$ cat src/hdl/sdw_defs.svh
// command codes, timing counts and field positions for the sdram write path
`ifndef SDW_DEFS_SVH
`define SDW_DEFS_SVH
`define SDW_CMD_NOP 3'h7
`define SDW_CMD_ACT 3'h3
`define SDW_CMD_RD 3'h5
`define SDW_CMD_WR 3'h4
`define SDW_CMD_BST 3'h6
`define SDW_CMD_PRE 3'h2
`define SDW_CMD_REF 3'h1
`define SDW_CMD_LMR 3'h0
`define SDW_CLK_NS 20
`define SDW_TWR_NS 15
`define SDW_TRP_NS 20
`define SDW_TWR_CYC ((`SDW_TWR_NS + `SDW_CLK_NS - 1) / `SDW_CLK_NS + 1)
`define SDW_TRP_CYC ((`SDW_TRP_NS + `SDW_CLK_NS - 1) / `SDW_CLK_NS)
`define SDW_MODE_WBM_BIT 9
`define SDW_MODE_BL_LSB 0
`define SDW_BL_PAGE 3'h7
`define SDW_REG_CMD 32'h0000_0000
`define SDW_REG_ADDR 32'h0000_0004
`define SDW_REG_WDATA 32'h0000_0008
`define SDW_REG_STAT 32'h0000_000C
`define SDW_REG_RDATA 32'h0000_0010
`endif

$ cat src/hdl/sdw_pkg.sv
// types for the two ends of the sdram write-path link: bank and power states for the device, fsm states for the controller
package sdw_pkg;
  typedef enum logic [1:0] {
    SDW_BANK_IDLE = 2'b00,
    SDW_BANK_ACTIVE = 2'b01,
    SDW_BANK_PRECH = 2'b10
  } sdw_bank_t;
  typedef enum logic [1:0] {
    SDW_DEV_RUN = 2'b00,
    SDW_DEV_PD_PRE = 2'b01,
    SDW_DEV_PD_ACT = 2'b10
  } sdw_dev_t;
  typedef enum logic [1:0] {
    SDW_CTL_IDLE = 2'b00,
    SDW_CTL_ISSUE = 2'b01,
    SDW_CTL_DONE = 2'b10
  } sdw_ctl_t;
endpackage

$ cat src/hdl/sdw_if.sv
// pin bundle between the sdram device and its controller
`timescale 1ns/100ps
interface sdw_if #(parameter int DW = 16, parameter int AW = 12);
  logic cke;
  logic cs_n;
  logic ras_n;
  logic cas_n;
  logic we_n;
  logic bank_select_low;
  logic bank_select_high;
  logic [AW-1:0] addr;
  logic dqm;
  logic [DW-1:0] dq_ctl_o;
  logic dq_ctl_oe;
  logic [DW-1:0] dq_dev_o;
  logic dq_dev_oe;
  logic [DW-1:0] dq;
  assign dq = dq_dev_oe ? dq_dev_o : (dq_ctl_oe ? dq_ctl_o : '0);
  modport dev (input cke, cs_n, ras_n, cas_n, we_n, bank_select_low, bank_select_high, addr, dqm,
    dq_ctl_o, dq_ctl_oe, output dq_dev_o, dq_dev_oe);
  modport ctl (output cke, cs_n, ras_n, cas_n, we_n, bank_select_low, bank_select_high, addr, dqm,
    dq_ctl_o, dq_ctl_oe, input dq_dev_o, dq_dev_oe);
endinterface

$ cat src/hdl/sdw_dev.sv
// sdram device end: write bursts, truncation, precharge, power-down, clock suspend
//
// Design decisions made in sdw_ctl, not here: the AHB-Lite slave port and the placing of the registers.
`timescale 1ns/100ps
`include "sdw_defs.svh"
module sdw_dev #(
  parameter int DW = 16,
  parameter int AW = 12,
  parameter int CW = 8,
  parameter int RL = 2
) (
  input wire logic hclk,
  input wire logic hresetn,
  sdw_if.dev pins,
  input wire logic [AW-1:0] mode_word,
  output logic mem_we,
  output logic [1:0] mem_bank,
  output logic [CW-1:0] mem_col,
  output logic [DW-1:0] mem_wdata,
  input wire logic [DW-1:0] mem_rdata,
  output logic [3:0] bank_open,
  output logic power_down,
  output logic suspended
);
  typedef struct packed {
    sdw_pkg::sdw_dev_t pd;
    logic cke_prev;
    logic wr_act;
    logic rd_act;
    logic [1:0] bbank;
    logic [CW-1:0] col;
    logic [8:0] left;
    logic page;
    logic ap;
    logic [RL-1:0] rd_pipe;
    logic [DW-1:0] rd_data;
    logic dq_oe;
    logic [3:0] apd_wait;
    logic [1:0] apd_bank;
    sdw_pkg::sdw_bank_t [3:0] bank;
    logic [3:0][3:0] tmr;
    logic we;
    logic [1:0] wbank;
    logic [CW-1:0] wcol;
    logic [DW-1:0] wdata;
  } sdw_dev_st_t;
  sdw_dev_st_t st_q, st_d;
  logic [2:0] cmd;
  logic nopish;
  logic [1:0] cbank;
  logic [8:0] bl_words;
  logic run;
  logic [RL-1:0] rd_tap;
  function automatic logic [8:0] bl_decode(input logic [2:0] f);
    bl_decode = (f == `SDW_BL_PAGE) ? 9'h1FF : (9'h001 << f[1:0]);
  endfunction
  assign cmd = pins.cs_n ? `SDW_CMD_NOP : {pins.ras_n, pins.cas_n, pins.we_n};
  assign nopish = (cmd == `SDW_CMD_NOP);
  assign cbank = {pins.bank_select_high, pins.bank_select_low};
  assign bl_words = mode_word[`SDW_MODE_WBM_BIT] ? 9'h001 : bl_decode(mode_word[2:0]);
  // suspend only freezes an edge if cke was low at the previous edge
  assign run = st_q.cke_prev;
  // tap 0 is the command edge itself, so data drives read_latency edges after it
  assign rd_tap = {st_q.rd_pipe[RL-2:0], st_q.rd_act};
  always_comb begin
    st_d = st_q;
    st_d.cke_prev = pins.cke;
    st_d.we = 1'b0;
    for (int b = 0; b < 4; b++) begin
      if (st_q.bank[b] == sdw_pkg::SDW_BANK_PRECH) begin
        if (st_q.tmr[b] <= 4'h1) begin
          st_d.bank[b] = sdw_pkg::SDW_BANK_IDLE;
          st_d.tmr[b] = 4'h0;
        end else begin
          st_d.tmr[b] = st_q.tmr[b] - 4'h1;
        end
      end
    end
    if (st_q.apd_wait != 4'h0) begin
      st_d.apd_wait = st_q.apd_wait - 4'h1;
      if (st_q.apd_wait == 4'h1) begin
        st_d.bank[st_q.apd_bank] = sdw_pkg::SDW_BANK_PRECH;
        st_d.tmr[st_q.apd_bank] = 4'(`SDW_TRP_CYC);
      end
    end
    if (st_q.pd != sdw_pkg::SDW_DEV_RUN) begin
      if (pins.cke && nopish) begin
        st_d.pd = sdw_pkg::SDW_DEV_RUN;
      end
    end else if (!run) begin
      // frozen edge: burst column, count and data stay put; bank timers still count and mem_we drops
      st_d.cke_prev = pins.cke;
    end else if (!pins.cke && nopish && !st_q.wr_act && !st_q.rd_act) begin
      st_d.pd = (st_q.bank == '0) ? sdw_pkg::SDW_DEV_PD_PRE : sdw_pkg::SDW_DEV_PD_ACT;
    end else begin
      st_d.rd_pipe = {st_q.rd_pipe[RL-2:0], st_q.rd_act};
      st_d.dq_oe = rd_tap[RL-2];
      st_d.rd_data = mem_rdata;
      if (st_q.wr_act) begin
        if (!pins.dqm) begin
          st_d.we = 1'b1;
          st_d.wbank = st_q.bbank;
          st_d.wcol = st_q.col;
          st_d.wdata = pins.dq_ctl_o;
        end
        st_d.col = st_q.col + 1'b1;
        if (!st_q.page) begin
          st_d.left = st_q.left - 9'h001;
          if (st_q.left == 9'h001) begin
            st_d.wr_act = 1'b0;
            if (st_q.ap) begin
              st_d.apd_wait = 4'(`SDW_TWR_CYC);
              st_d.apd_bank = st_q.bbank;
            end
          end
        end
      end else if (st_q.rd_act) begin
        st_d.col = st_q.col + 1'b1;
        if (!st_q.page) begin
          st_d.left = st_q.left - 9'h001;
          if (st_q.left == 9'h001) begin
            st_d.rd_act = 1'b0;
            if (st_q.ap) begin
              st_d.bank[st_q.bbank] = sdw_pkg::SDW_BANK_PRECH;
              st_d.tmr[st_q.bbank] = 4'(`SDW_TRP_CYC);
            end
          end
        end
      end
      case (cmd)
        `SDW_CMD_ACT: st_d.bank[cbank] = sdw_pkg::SDW_BANK_ACTIVE;
        `SDW_CMD_WR, `SDW_CMD_RD: begin
          if (st_q.ap && (st_q.wr_act || st_q.rd_act) && st_q.bbank != cbank) begin
            if (st_q.wr_act) begin
              st_d.apd_wait = 4'(`SDW_TWR_CYC);
              st_d.apd_bank = st_q.bbank;
            end else begin
              st_d.bank[st_q.bbank] = sdw_pkg::SDW_BANK_PRECH;
              st_d.tmr[st_q.bbank] = 4'(`SDW_TRP_CYC);
            end
          end
          st_d.bbank = cbank;
          st_d.ap = pins.addr[10];
          st_d.page = (mode_word[2:0] == `SDW_BL_PAGE) &&
            !(cmd == `SDW_CMD_WR && mode_word[`SDW_MODE_WBM_BIT]);
          if (cmd == `SDW_CMD_WR) begin
            // first word is written on the command edge itself
            st_d.wr_act = (bl_words != 9'h001);
            st_d.rd_act = 1'b0;
            st_d.left = bl_words - 9'h001;
            st_d.col = pins.addr[CW-1:0] + 1'b1;
            st_d.dq_oe = 1'b0;
            st_d.rd_pipe = '0;
            if (!pins.dqm) begin
              st_d.we = 1'b1;
              st_d.wbank = cbank;
              st_d.wcol = pins.addr[CW-1:0];
              st_d.wdata = pins.dq_ctl_o;
            end
            if (bl_words == 9'h001 && pins.addr[10]) begin
              st_d.apd_wait = 4'(`SDW_TWR_CYC);
              st_d.apd_bank = cbank;
            end
          end else begin
            st_d.wr_act = 1'b0;
            st_d.we = 1'b0;
            st_d.rd_act = 1'b1;
            st_d.left = mode_word[2:0] == `SDW_BL_PAGE ? 9'h1FF : bl_decode(mode_word[2:0]);
            st_d.col = pins.addr[CW-1:0];
          end
        end
        `SDW_CMD_BST: begin
          st_d.wr_act = 1'b0;
          st_d.we = 1'b0;
          st_d.rd_act = 1'b0;
        end
        `SDW_CMD_PRE: begin
          st_d.wr_act = 1'b0;
          st_d.we = 1'b0;
          st_d.rd_act = 1'b0;
          for (int b = 0; b < 4; b++) begin
            if (pins.addr[10] || cbank == 2'(b)) begin
              st_d.bank[b] = sdw_pkg::SDW_BANK_PRECH;
              st_d.tmr[b] = 4'(`SDW_TRP_CYC);
            end
          end
        end
        default: ;
      endcase
    end
  end
  always_ff @(posedge hclk or negedge hresetn) begin
    if (!hresetn) begin
      st_q <= '0;
      // matches the controller's idle cke, else reset looks like a suspend
      st_q.cke_prev <= 1'b1;
    end else begin
      st_q <= st_d;
    end
  end
  assign pins.dq_dev_o = st_q.rd_data;
  assign pins.dq_dev_oe = st_q.dq_oe && (st_q.pd == sdw_pkg::SDW_DEV_RUN);
  assign mem_we = st_q.we;
  assign mem_bank = st_q.wbank;
  assign mem_col = st_q.wcol;
  assign mem_wdata = st_q.wdata;
  always_comb begin
    for (int b = 0; b < 4; b++) begin
      bank_open[b] = (st_q.bank[b] == sdw_pkg::SDW_BANK_ACTIVE);
    end
  end
  assign power_down = (st_q.pd != sdw_pkg::SDW_DEV_RUN);
  assign suspended = !st_q.cke_prev && !power_down;
endmodule

$ cat src/flat_wrapper.sv
// flat-port wrapper written by rule: the top's interface ports become plain ports
module sdw_dev_flat 
#(
  parameter int DW = 16,
  parameter int AW = 12,
  parameter int CW = 8,
  parameter int RL = 2
)
  (hclk, hresetn, mode_word, mem_we, mem_bank, mem_col, mem_wdata, mem_rdata, bank_open, power_down, suspended, pins_cke, pins_cs_n, pins_ras_n, pins_cas_n, pins_we_n, pins_bank_select_low, pins_bank_select_high, pins_addr, pins_dqm, pins_dq_ctl_o, pins_dq_ctl_oe, pins_dq_dev_o, pins_dq_dev_oe);
  sdw_if #(.DW(DW), .AW(AW)) pins_i ();
  input wire logic hclk;
  input wire logic hresetn;
  input wire logic [AW-1:0] mode_word;
  output logic mem_we;
  output logic [1:0] mem_bank;
  output logic [CW-1:0] mem_col;
  output logic [DW-1:0] mem_wdata;
  input wire logic [DW-1:0] mem_rdata;
  output logic [3:0] bank_open;
  output logic power_down;
  output logic suspended;
  input wire logic [$bits(pins_i.cke)-1:0] pins_cke;
  input wire logic [$bits(pins_i.cs_n)-1:0] pins_cs_n;
  input wire logic [$bits(pins_i.ras_n)-1:0] pins_ras_n;
  input wire logic [$bits(pins_i.cas_n)-1:0] pins_cas_n;
  input wire logic [$bits(pins_i.we_n)-1:0] pins_we_n;
  input wire logic [$bits(pins_i.bank_select_low)-1:0] pins_bank_select_low;
  input wire logic [$bits(pins_i.bank_select_high)-1:0] pins_bank_select_high;
  input wire logic [$bits(pins_i.addr)-1:0] pins_addr;
  input wire logic [$bits(pins_i.dqm)-1:0] pins_dqm;
  input wire logic [$bits(pins_i.dq_ctl_o)-1:0] pins_dq_ctl_o;
  input wire logic [$bits(pins_i.dq_ctl_oe)-1:0] pins_dq_ctl_oe;
  output wire logic [$bits(pins_i.dq_dev_o)-1:0] pins_dq_dev_o;
  output wire logic [$bits(pins_i.dq_dev_oe)-1:0] pins_dq_dev_oe;
  assign pins_i.cke = pins_cke;
  assign pins_i.cs_n = pins_cs_n;
  assign pins_i.ras_n = pins_ras_n;
  assign pins_i.cas_n = pins_cas_n;
  assign pins_i.we_n = pins_we_n;
  assign pins_i.bank_select_low = pins_bank_select_low;
  assign pins_i.bank_select_high = pins_bank_select_high;
  assign pins_i.addr = pins_addr;
  assign pins_i.dqm = pins_dqm;
  assign pins_i.dq_ctl_o = pins_dq_ctl_o;
  assign pins_i.dq_ctl_oe = pins_dq_ctl_oe;
  assign pins_dq_dev_o = pins_i.dq_dev_o;
  assign pins_dq_dev_oe = pins_i.dq_dev_oe;
  sdw_dev #(.DW(DW), .AW(AW), .CW(CW), .RL(RL)) u_core (.hclk(hclk), .hresetn(hresetn), .pins(pins_i), .mode_word(mode_word), .mem_we(mem_we), .mem_bank(mem_bank), .mem_col(mem_col), .mem_wdata(mem_wdata), .mem_rdata(mem_rdata), .bank_open(bank_open), .power_down(power_down), .suspended(suspended));
endmodule
$ cat config.mk
export PLATFORM = sky130hd
export DESIGN_NAME = sdw_dev_flat
export DESIGN_NICKNAME = d
export VERILOG_FILES = /design/src/hdl/sdw_pkg.sv /design/src/hdl/sdw_if.sv /design/src/hdl/sdw_dev.sv /design/src/flat_wrapper.sv
export VERILOG_INCLUDE_DIRS = /design/src /design/src/hdl
export SDC_FILE = /design/constraint.sdc
export NUM_CORES = 1
export LEC_CHECK = 0
export ABC_AREA = 1
export BUFFER_PORTS_ARGS = -buffer_cell sky130_fd_sc_hd__buf_2
export CORE_MARGIN = 5
export CORE_UTILIZATION = 45
export DETAILED_ROUTE_END_ITERATION = 6
export PLACE_DENSITY = 0.67
export SYNTH_ARGS = -nofsm -noshare
export SYNTH_HDL_FRONTEND = slang
export SYNTH_SLANG_ARGS = --single-unit
$ cat constraint.sdc
create_clock -name hclk -period 1.93 [get_ports hclk]
set_clock_uncertainty 0.2 [all_clocks]
set_input_delay 0.193 -clock hclk [delete_from_list [all_inputs] [get_ports hclk]]
set_output_delay 0.193 -clock hclk [all_outputs]
set_load 0.02 [all_outputs]
---- Word level (Yosys, flattened, before mapping) ----
Index checks and enable logic that the tools add are counted.
storage, ports and cells
  output and inout bits ................... 50
  logic and storage cells ................. 220
  register bits after elaboration ......... 101
  input port bits ......................... 67
operators by class
  shifts and indexed selects .............. 1
  $lt $le $gt $ge ......................... 10
  reduce and logical (&&, ||, !) cells .... 40
  bitwise gates (word level) .............. 21
  equality and inequality tests ........... 25
  multiplexer cells ....................... 88
  add/sub/neg operators ................... 9
operators with widths
  cell                   count
  $mux W24               11
  $mux W57               3
  $mux W27               3
  $mux W4                15
  $mux W26               2
  $mux W17               3
  $mux W2                22
  $and A12 B12 Y12       3
  $mux W6                6
  $pmux W16 S2           1
  $mux W30               1
  $or A4 B4 Y4           7
  $mux W9                3
  $not A12 Y12           2
  $pmux W8 S3            1
  $mux W21               1
  $sub A4 B1 Y4 const B  5
  $eq A9 B1 Y1 const B   2
  $sub A9 B1 Y9 const B  2
  $add A8 B1 Y8 const B  2
  $and A4 B4 Y4          4
  $demux W4 S2           2
  $le A4 B1 Y1 const B   4
  $eq A3 B3 Y1 const B   5
  30 further kinds       84

---- Depth between registers and ports, before layout ----
  depth after elaboration ................. 26
  gate-level depth with buffers ........... 15
  gate-level depth less buffers ........... 15

---- Least setup slack after synthesis ----
Ideal clock, no wire load.
  kind .................................... input to register
  start point ............................. input port mode_word[1]
  end point ............................... register u_core.st_q[82] (netlist name)
  slack ................................... 0.092 ns
  arrival ................................. 1.515 ns
  stages .................................. 14
  setup time .............................. 0.123 ns
  path buffers ............................ 0
  required time ........................... 1.607 ns
  path through ............................ nand2_1 > nor2_1 > inv_1 > o21ai_0 > nor2_1 > ha_1 > nand2_1 > nor2_1 > inv_1 > ha_1 > o21ai_0 > nand2_1 > nand2_1 > o21ai_1
between the ends
  cells in the longest elaborated chain, start to end .. 6
  elaborated cells on any way between the ends .. 7
  those cells by class .................... 1 x add/sub; 1 x eq/ne; 1 x shift; 4 x mux
ends and longest elaborated chain
  what                                                            line                text
  start, declared                                                 flat_wrapper.sv:13  input wire logic [AW-1:0] mode_word;
  $eq A3 B3 Y1 (no source line) or $shl A1 B2 Y9 (tied branches)  n/a
  $mux W9 (*)                                                     sdw_dev.sv:168      st_d.left = mode_word[2:0] == `SDW_BL_PAGE ? 9'h1FF : bl_decode(mode_word[2:0]);
  $mux W9                                                         sdw_dev.sv:60       assign bl_words = mode_word[`SDW_MODE_WBM_BIT] ? 9'h001 : bl_decode(mode_word[2:0]);
  $sub A9 B1 Y9                                                   sdw_dev.sv:150      st_d.left = bl_words - 9'h001;
  $mux W17 (*)                                                    sdw_dev.sv:146      if (cmd == `SDW_CMD_WR) begin
  $mux W21 (*)                                                    sdw_dev.sv:130      case (cmd)
  end signal, assigned                                            sdw_dev.sv:198      st_q <= st_d;
  end, declared                                                   sdw_dev.sv:47       sdw_dev_st_t st_q, st_d;
Every way passes the cells marked *; elsewhere a longest branch is shown, timed or not.
A chain may end at the register's enable or synchronous reset.

---- Final worst setup path ----
  start point ............................. register u_core.st_q[98] (netlist name)
  end point ............................... register u_core.st_q (netlist bit u_core.mem_col[2])
between the ends
  cells in the longest elaborated chain, start to end .. 5
  elaborated cells on any way between the ends .. 9
  those cells by class .................... 4 x mux; 1 x bitwise; 4 x reduce/logical
ends and longest elaborated chain
  what
  parallel branches: the longest is 5 deep, another holds $mux W27
Several ways; the timed one is not identified.

==> summary.txt <==
Detailed routing
  • DR iter-0 viols: 416
  • Via count: 5825
  • Routed WL: 15490 µm
  • Remaining DRCs: 0
  • Routed Antenna Nets: 0
  • DR WL/cell: 13.06 µm
  • Via density: 4.911
  • Iteration count of the initial detailed-routing pass: 5

Critical path
  • CP Buf/Inv Count: 4
  • Top delay family on crit path: buffers and inverters
  • Crit path from: u_core.st_q[98]
  • Critical Path AT: 1.87 ns
  • Worst setup SP type: flop
  • CP Capture Type: flop
  • Worst EP required: 1.97 ns
  • Critical path depth in cells: 7
  • End of the critical path: u_core.mem_col[2]
  • Worst r2r src: u_core.st_q[98]
  • R2R setup slack: around 0.1 ns
  • CP Class: reg2reg
  • CP peak stage delay: 0.46 ns
  • Worst Path Max Fanout: 25
  • Slowest CP cell: dfrtp_1
  • Worst path cell trace: buf_4 -> inv_1 -> a21oi_2 -> inv_2 -> nor2_4 -> buf_12 -> o21a_1
  • Reg2Reg Depth: 7
  • Reg2reg end: u_core.mem_col[2]

Synth
  • Library cells used by synthesis: 40
  • Register area share after synthesis: 39.79%
  • Synth warn: 0
  • FFs w/ async S/R, synth: 100.0%
  • Synthesized area per cell: ~7.2 µm²
  • Synth Flop Type: dfrtp_1
  • #FFs+latches synth: 100
  • Synth Instances: 870
  • Syn Nets: about 950
  • EDFF count, synth: 0
  • Synthesized area: 6292 µm²

Flow run
  • Max-cap violations: 0

STA
  • Crit share post-route: 94.92%
  • Slew HR: 64.61%
  • Final Max Slew Viols: 0
  • RSZ-0062 raised after global routing: no
  • Fin crit period: 1.832 ns
  • Max Clk Rate: 545.9 MHz
  • Final setup fails: 0
  • Worst-Margin Slew: roughly 0.53 ns
  • Setup WS post-layout: 0.09804 ns
  • Final hold violations: 0

Clocking
  • Clock Latency Late Sink: 0.36 ns
  • Num Clock Sinks: 100
  • Clock tree buffer depth: 2
  • CTS H-tree depth: 3
  • Cts bufs inserted: 9
  • Root Driver: clkbuf_16
  • Clock-pin slew on the worst setup and hold paths: 0.07 ns
  • TritonCTS clock tree: done

Placement
  • Place WS: -0.1831 ns
  • GPL Wtd Cong: 0.8455
  • I/O Buffers: 104
  • Detailed Place HPWL: between 10000 and 15000 µm

Global routing
  • First-pass GRT wire length: 26040 µm
  • Total track usage: between 10% and 20%
  • Vias in the first global route: 5514
  • Gr ovfl total: 0
  • Antenna violations before repair: 0
  • Largest net degree at the start of global routing: 95

Finish
  • Util after Layout: 55.58%
  • Layout Nets: ~1100
  • Ant diodes: 0
  • Area growth syn-to-layout: 21.65%
  • Layout cells sized above 1: 19.98%

Die
  • Die area: 16450 µm²
  • Die height: around 130 µm
  • FP Rows: between 40 and 50
  • Die width: around 130 µm
  • Core Region: 13770 µm²
  • Starting density of the core: 45.68%
  • Io pins: 117

Power
  • Pleak: 4.039 nW
  • Pwr Total: 0.01053 W
  • Peak supply drop: about 0.64 mV
  • Pwr dens: 1375 nW/µm²

Worst hold path
  • Worst Hold Class: in2reg

Run status
  • Status: finished, final reports clean
-- layer usage --
metal	GRT usage, %	share of wire (%)	vias to the layer above
met2	32.09	49	125
met4	5.805	1.9	0
met5	0	0	-
met1	25.22	44	2670
li1	-	-	3000
met3	4.417	5.1	30
-- registers in the layout (all words and copies together) (netlist names) --
register and cells:
u_core.st_q 55, u_core.mem_wdata 16, u_core.pins.dq_dev_o 16, u_core.mem_col 8, u_core.mem_bank 2, u_core.mem_we 1, u_core.rd_tap 1, u_core.run 1
-- area by class of cell --
type	count	area (µm²)
Clock inverter	7	82.58
Sequential cell	100	2504
Fill cell	1317	6118
Timing Repair Buffer	185	1269
Clock buffer	9	225.2
Multi-Input combinational cell	611	2997
Inverter	94	352.8
Tap cell	180	225.2
-- repair_timing --
action / 4_1_cts / 5_1_grt
setup endpoints to repair: 0 / 6
buffers inserted: 0 / 3
resized for setup: 0 / 8
hold buffers: 35 / 0
hold endpoints to repair: 132 / 0
-- worst min-delay path by stage --
| stage | to | slack, ns | cells past startpoint | start |
|---|---|---|---|---|
| after global placement | u_core.st_q[37] | -0.18 | 1 | hresetn |
| after global routing | u_core.st_q[95] | 0.04 | 3 | pins_bank_select_low |
| final | u_core.st_q[93] | 0.01 | 5 | pins_addr[6] |
| after detailed placement | u_core.st_q[37] | -0.18 | 1 | hresetn |
| after floorplan | u_core.mem_bank[0] | -0.30 | 0 | hresetn |
| after CTS | u_core.st_q[93] | 0.004 | 5 | pins_addr[6] |
-- report_power, final --
part | leakage [nW] | internal, W | total (W) | switching [W]
clock | 0.150 | 0.00103 | 0.00190 | 0.000873
sequential | 1.24 | 0.00303 | 0.00371 | 0.000676
combinational | 2.64 | 0.00193 | 0.00492 | 0.00299
total | 4.04 | 0.00599 | 0.0105 | 0.00454
-- synth_stat cells (2+ instances only) --
master | count | share of area [%]
o22ai_1 | 12 | 1.2
nand4_1 | 17 | 1.7
nand2_2 | 2 | 0.20
ha_1 | 17 | 3.4
buf_6 | 2 | 0.36
nand3_1 | 55 | 4.4
inv_1 | 85 | 5.1
o211ai_1 | 7 | 0.84
buf_4 | 48 | 5.7
o21ai_1 | 8 | 0.64
nand3b_1 | 4 | 0.48
buf_2 | 12 | 0.95
nor2_2 | 5 | 0.50
inv_2 | 9 | 0.54
nor2_4 | 3 | 0.54
o21a_1 | 10 | 1.2
o21ai_0 | 55 | 4.4
or2_2 | 2 | 0.20
a21oi_1 | 24 | 1.9
nor3_1 | 4 | 0.32
nor2_1 | 86 | 5.1
xnor2_1 | 3 | 0.42
dfrtp_1 | 99 | 39
xor2_1 | 13 | 1.8
nand2_1 | 271 | 16
clkbuf_1 | 3 | 0.18
-- logic make-up (layout without fill, tap and decap cells) --
logic type	count (synthesis)	after routing	synth area share [%]
buf+inv	159	295	12.83
fa+ha+maj	17	17	3.380
compound gates	124	124	11.14
flops	100	100	39.79
xor+xnor	16	16	2.227
simple gates	454	454	30.64
-- worst reg2reg max path: stages (launching register included) --
cell and delay (ns):
dfrtp_1 0.46, buf_4 0.18, inv_1 0.13, a21oi_2 0.09
inv_2 0.24, nor2_4 0.09, buf_12 0.16, o21a_1 0.18
-- metrics by stage --
step                      std cells  hold slack [ns]  area [µm²]  TNS [ns]
final                          1186          0.01254        7655         0
after global routing           1186          0.04476        7655         0
after CTS                      1183         0.004206        7617         0
after detailed placement       1132          -0.1777        6959   -0.5987
after global placement         1132          -0.1808        6959   -0.2988
after floorplan                 870          -0.3026        6292         0
-- cell usage in the layout, fill, tap and decap left out, types with 2 or more instances in the layout --
master           n
ha_1            16
clkbuf_16        9
nand2_1        270
nor2_4           3
nand3_1         55
xnor2_1          3
buf_2          103
inv_2            9
o22ai_1         12
or2_2            2
xor2_1          13
nor2_2           9
buf_4           43
nand3b_1         4
nor3_1           4
nand2_2          3
nand4_1         17
inv_8            2
o21a_1          10
inv_1           85
a21oi_1         24
o21ai_0         53
nor2_1          82
o21ai_1         10
dfrtp_1         99
buf_12           4
o211ai_1         7
dlygate4sd3_1   35
No activity file was read; power rests on OpenSTA's default activity.
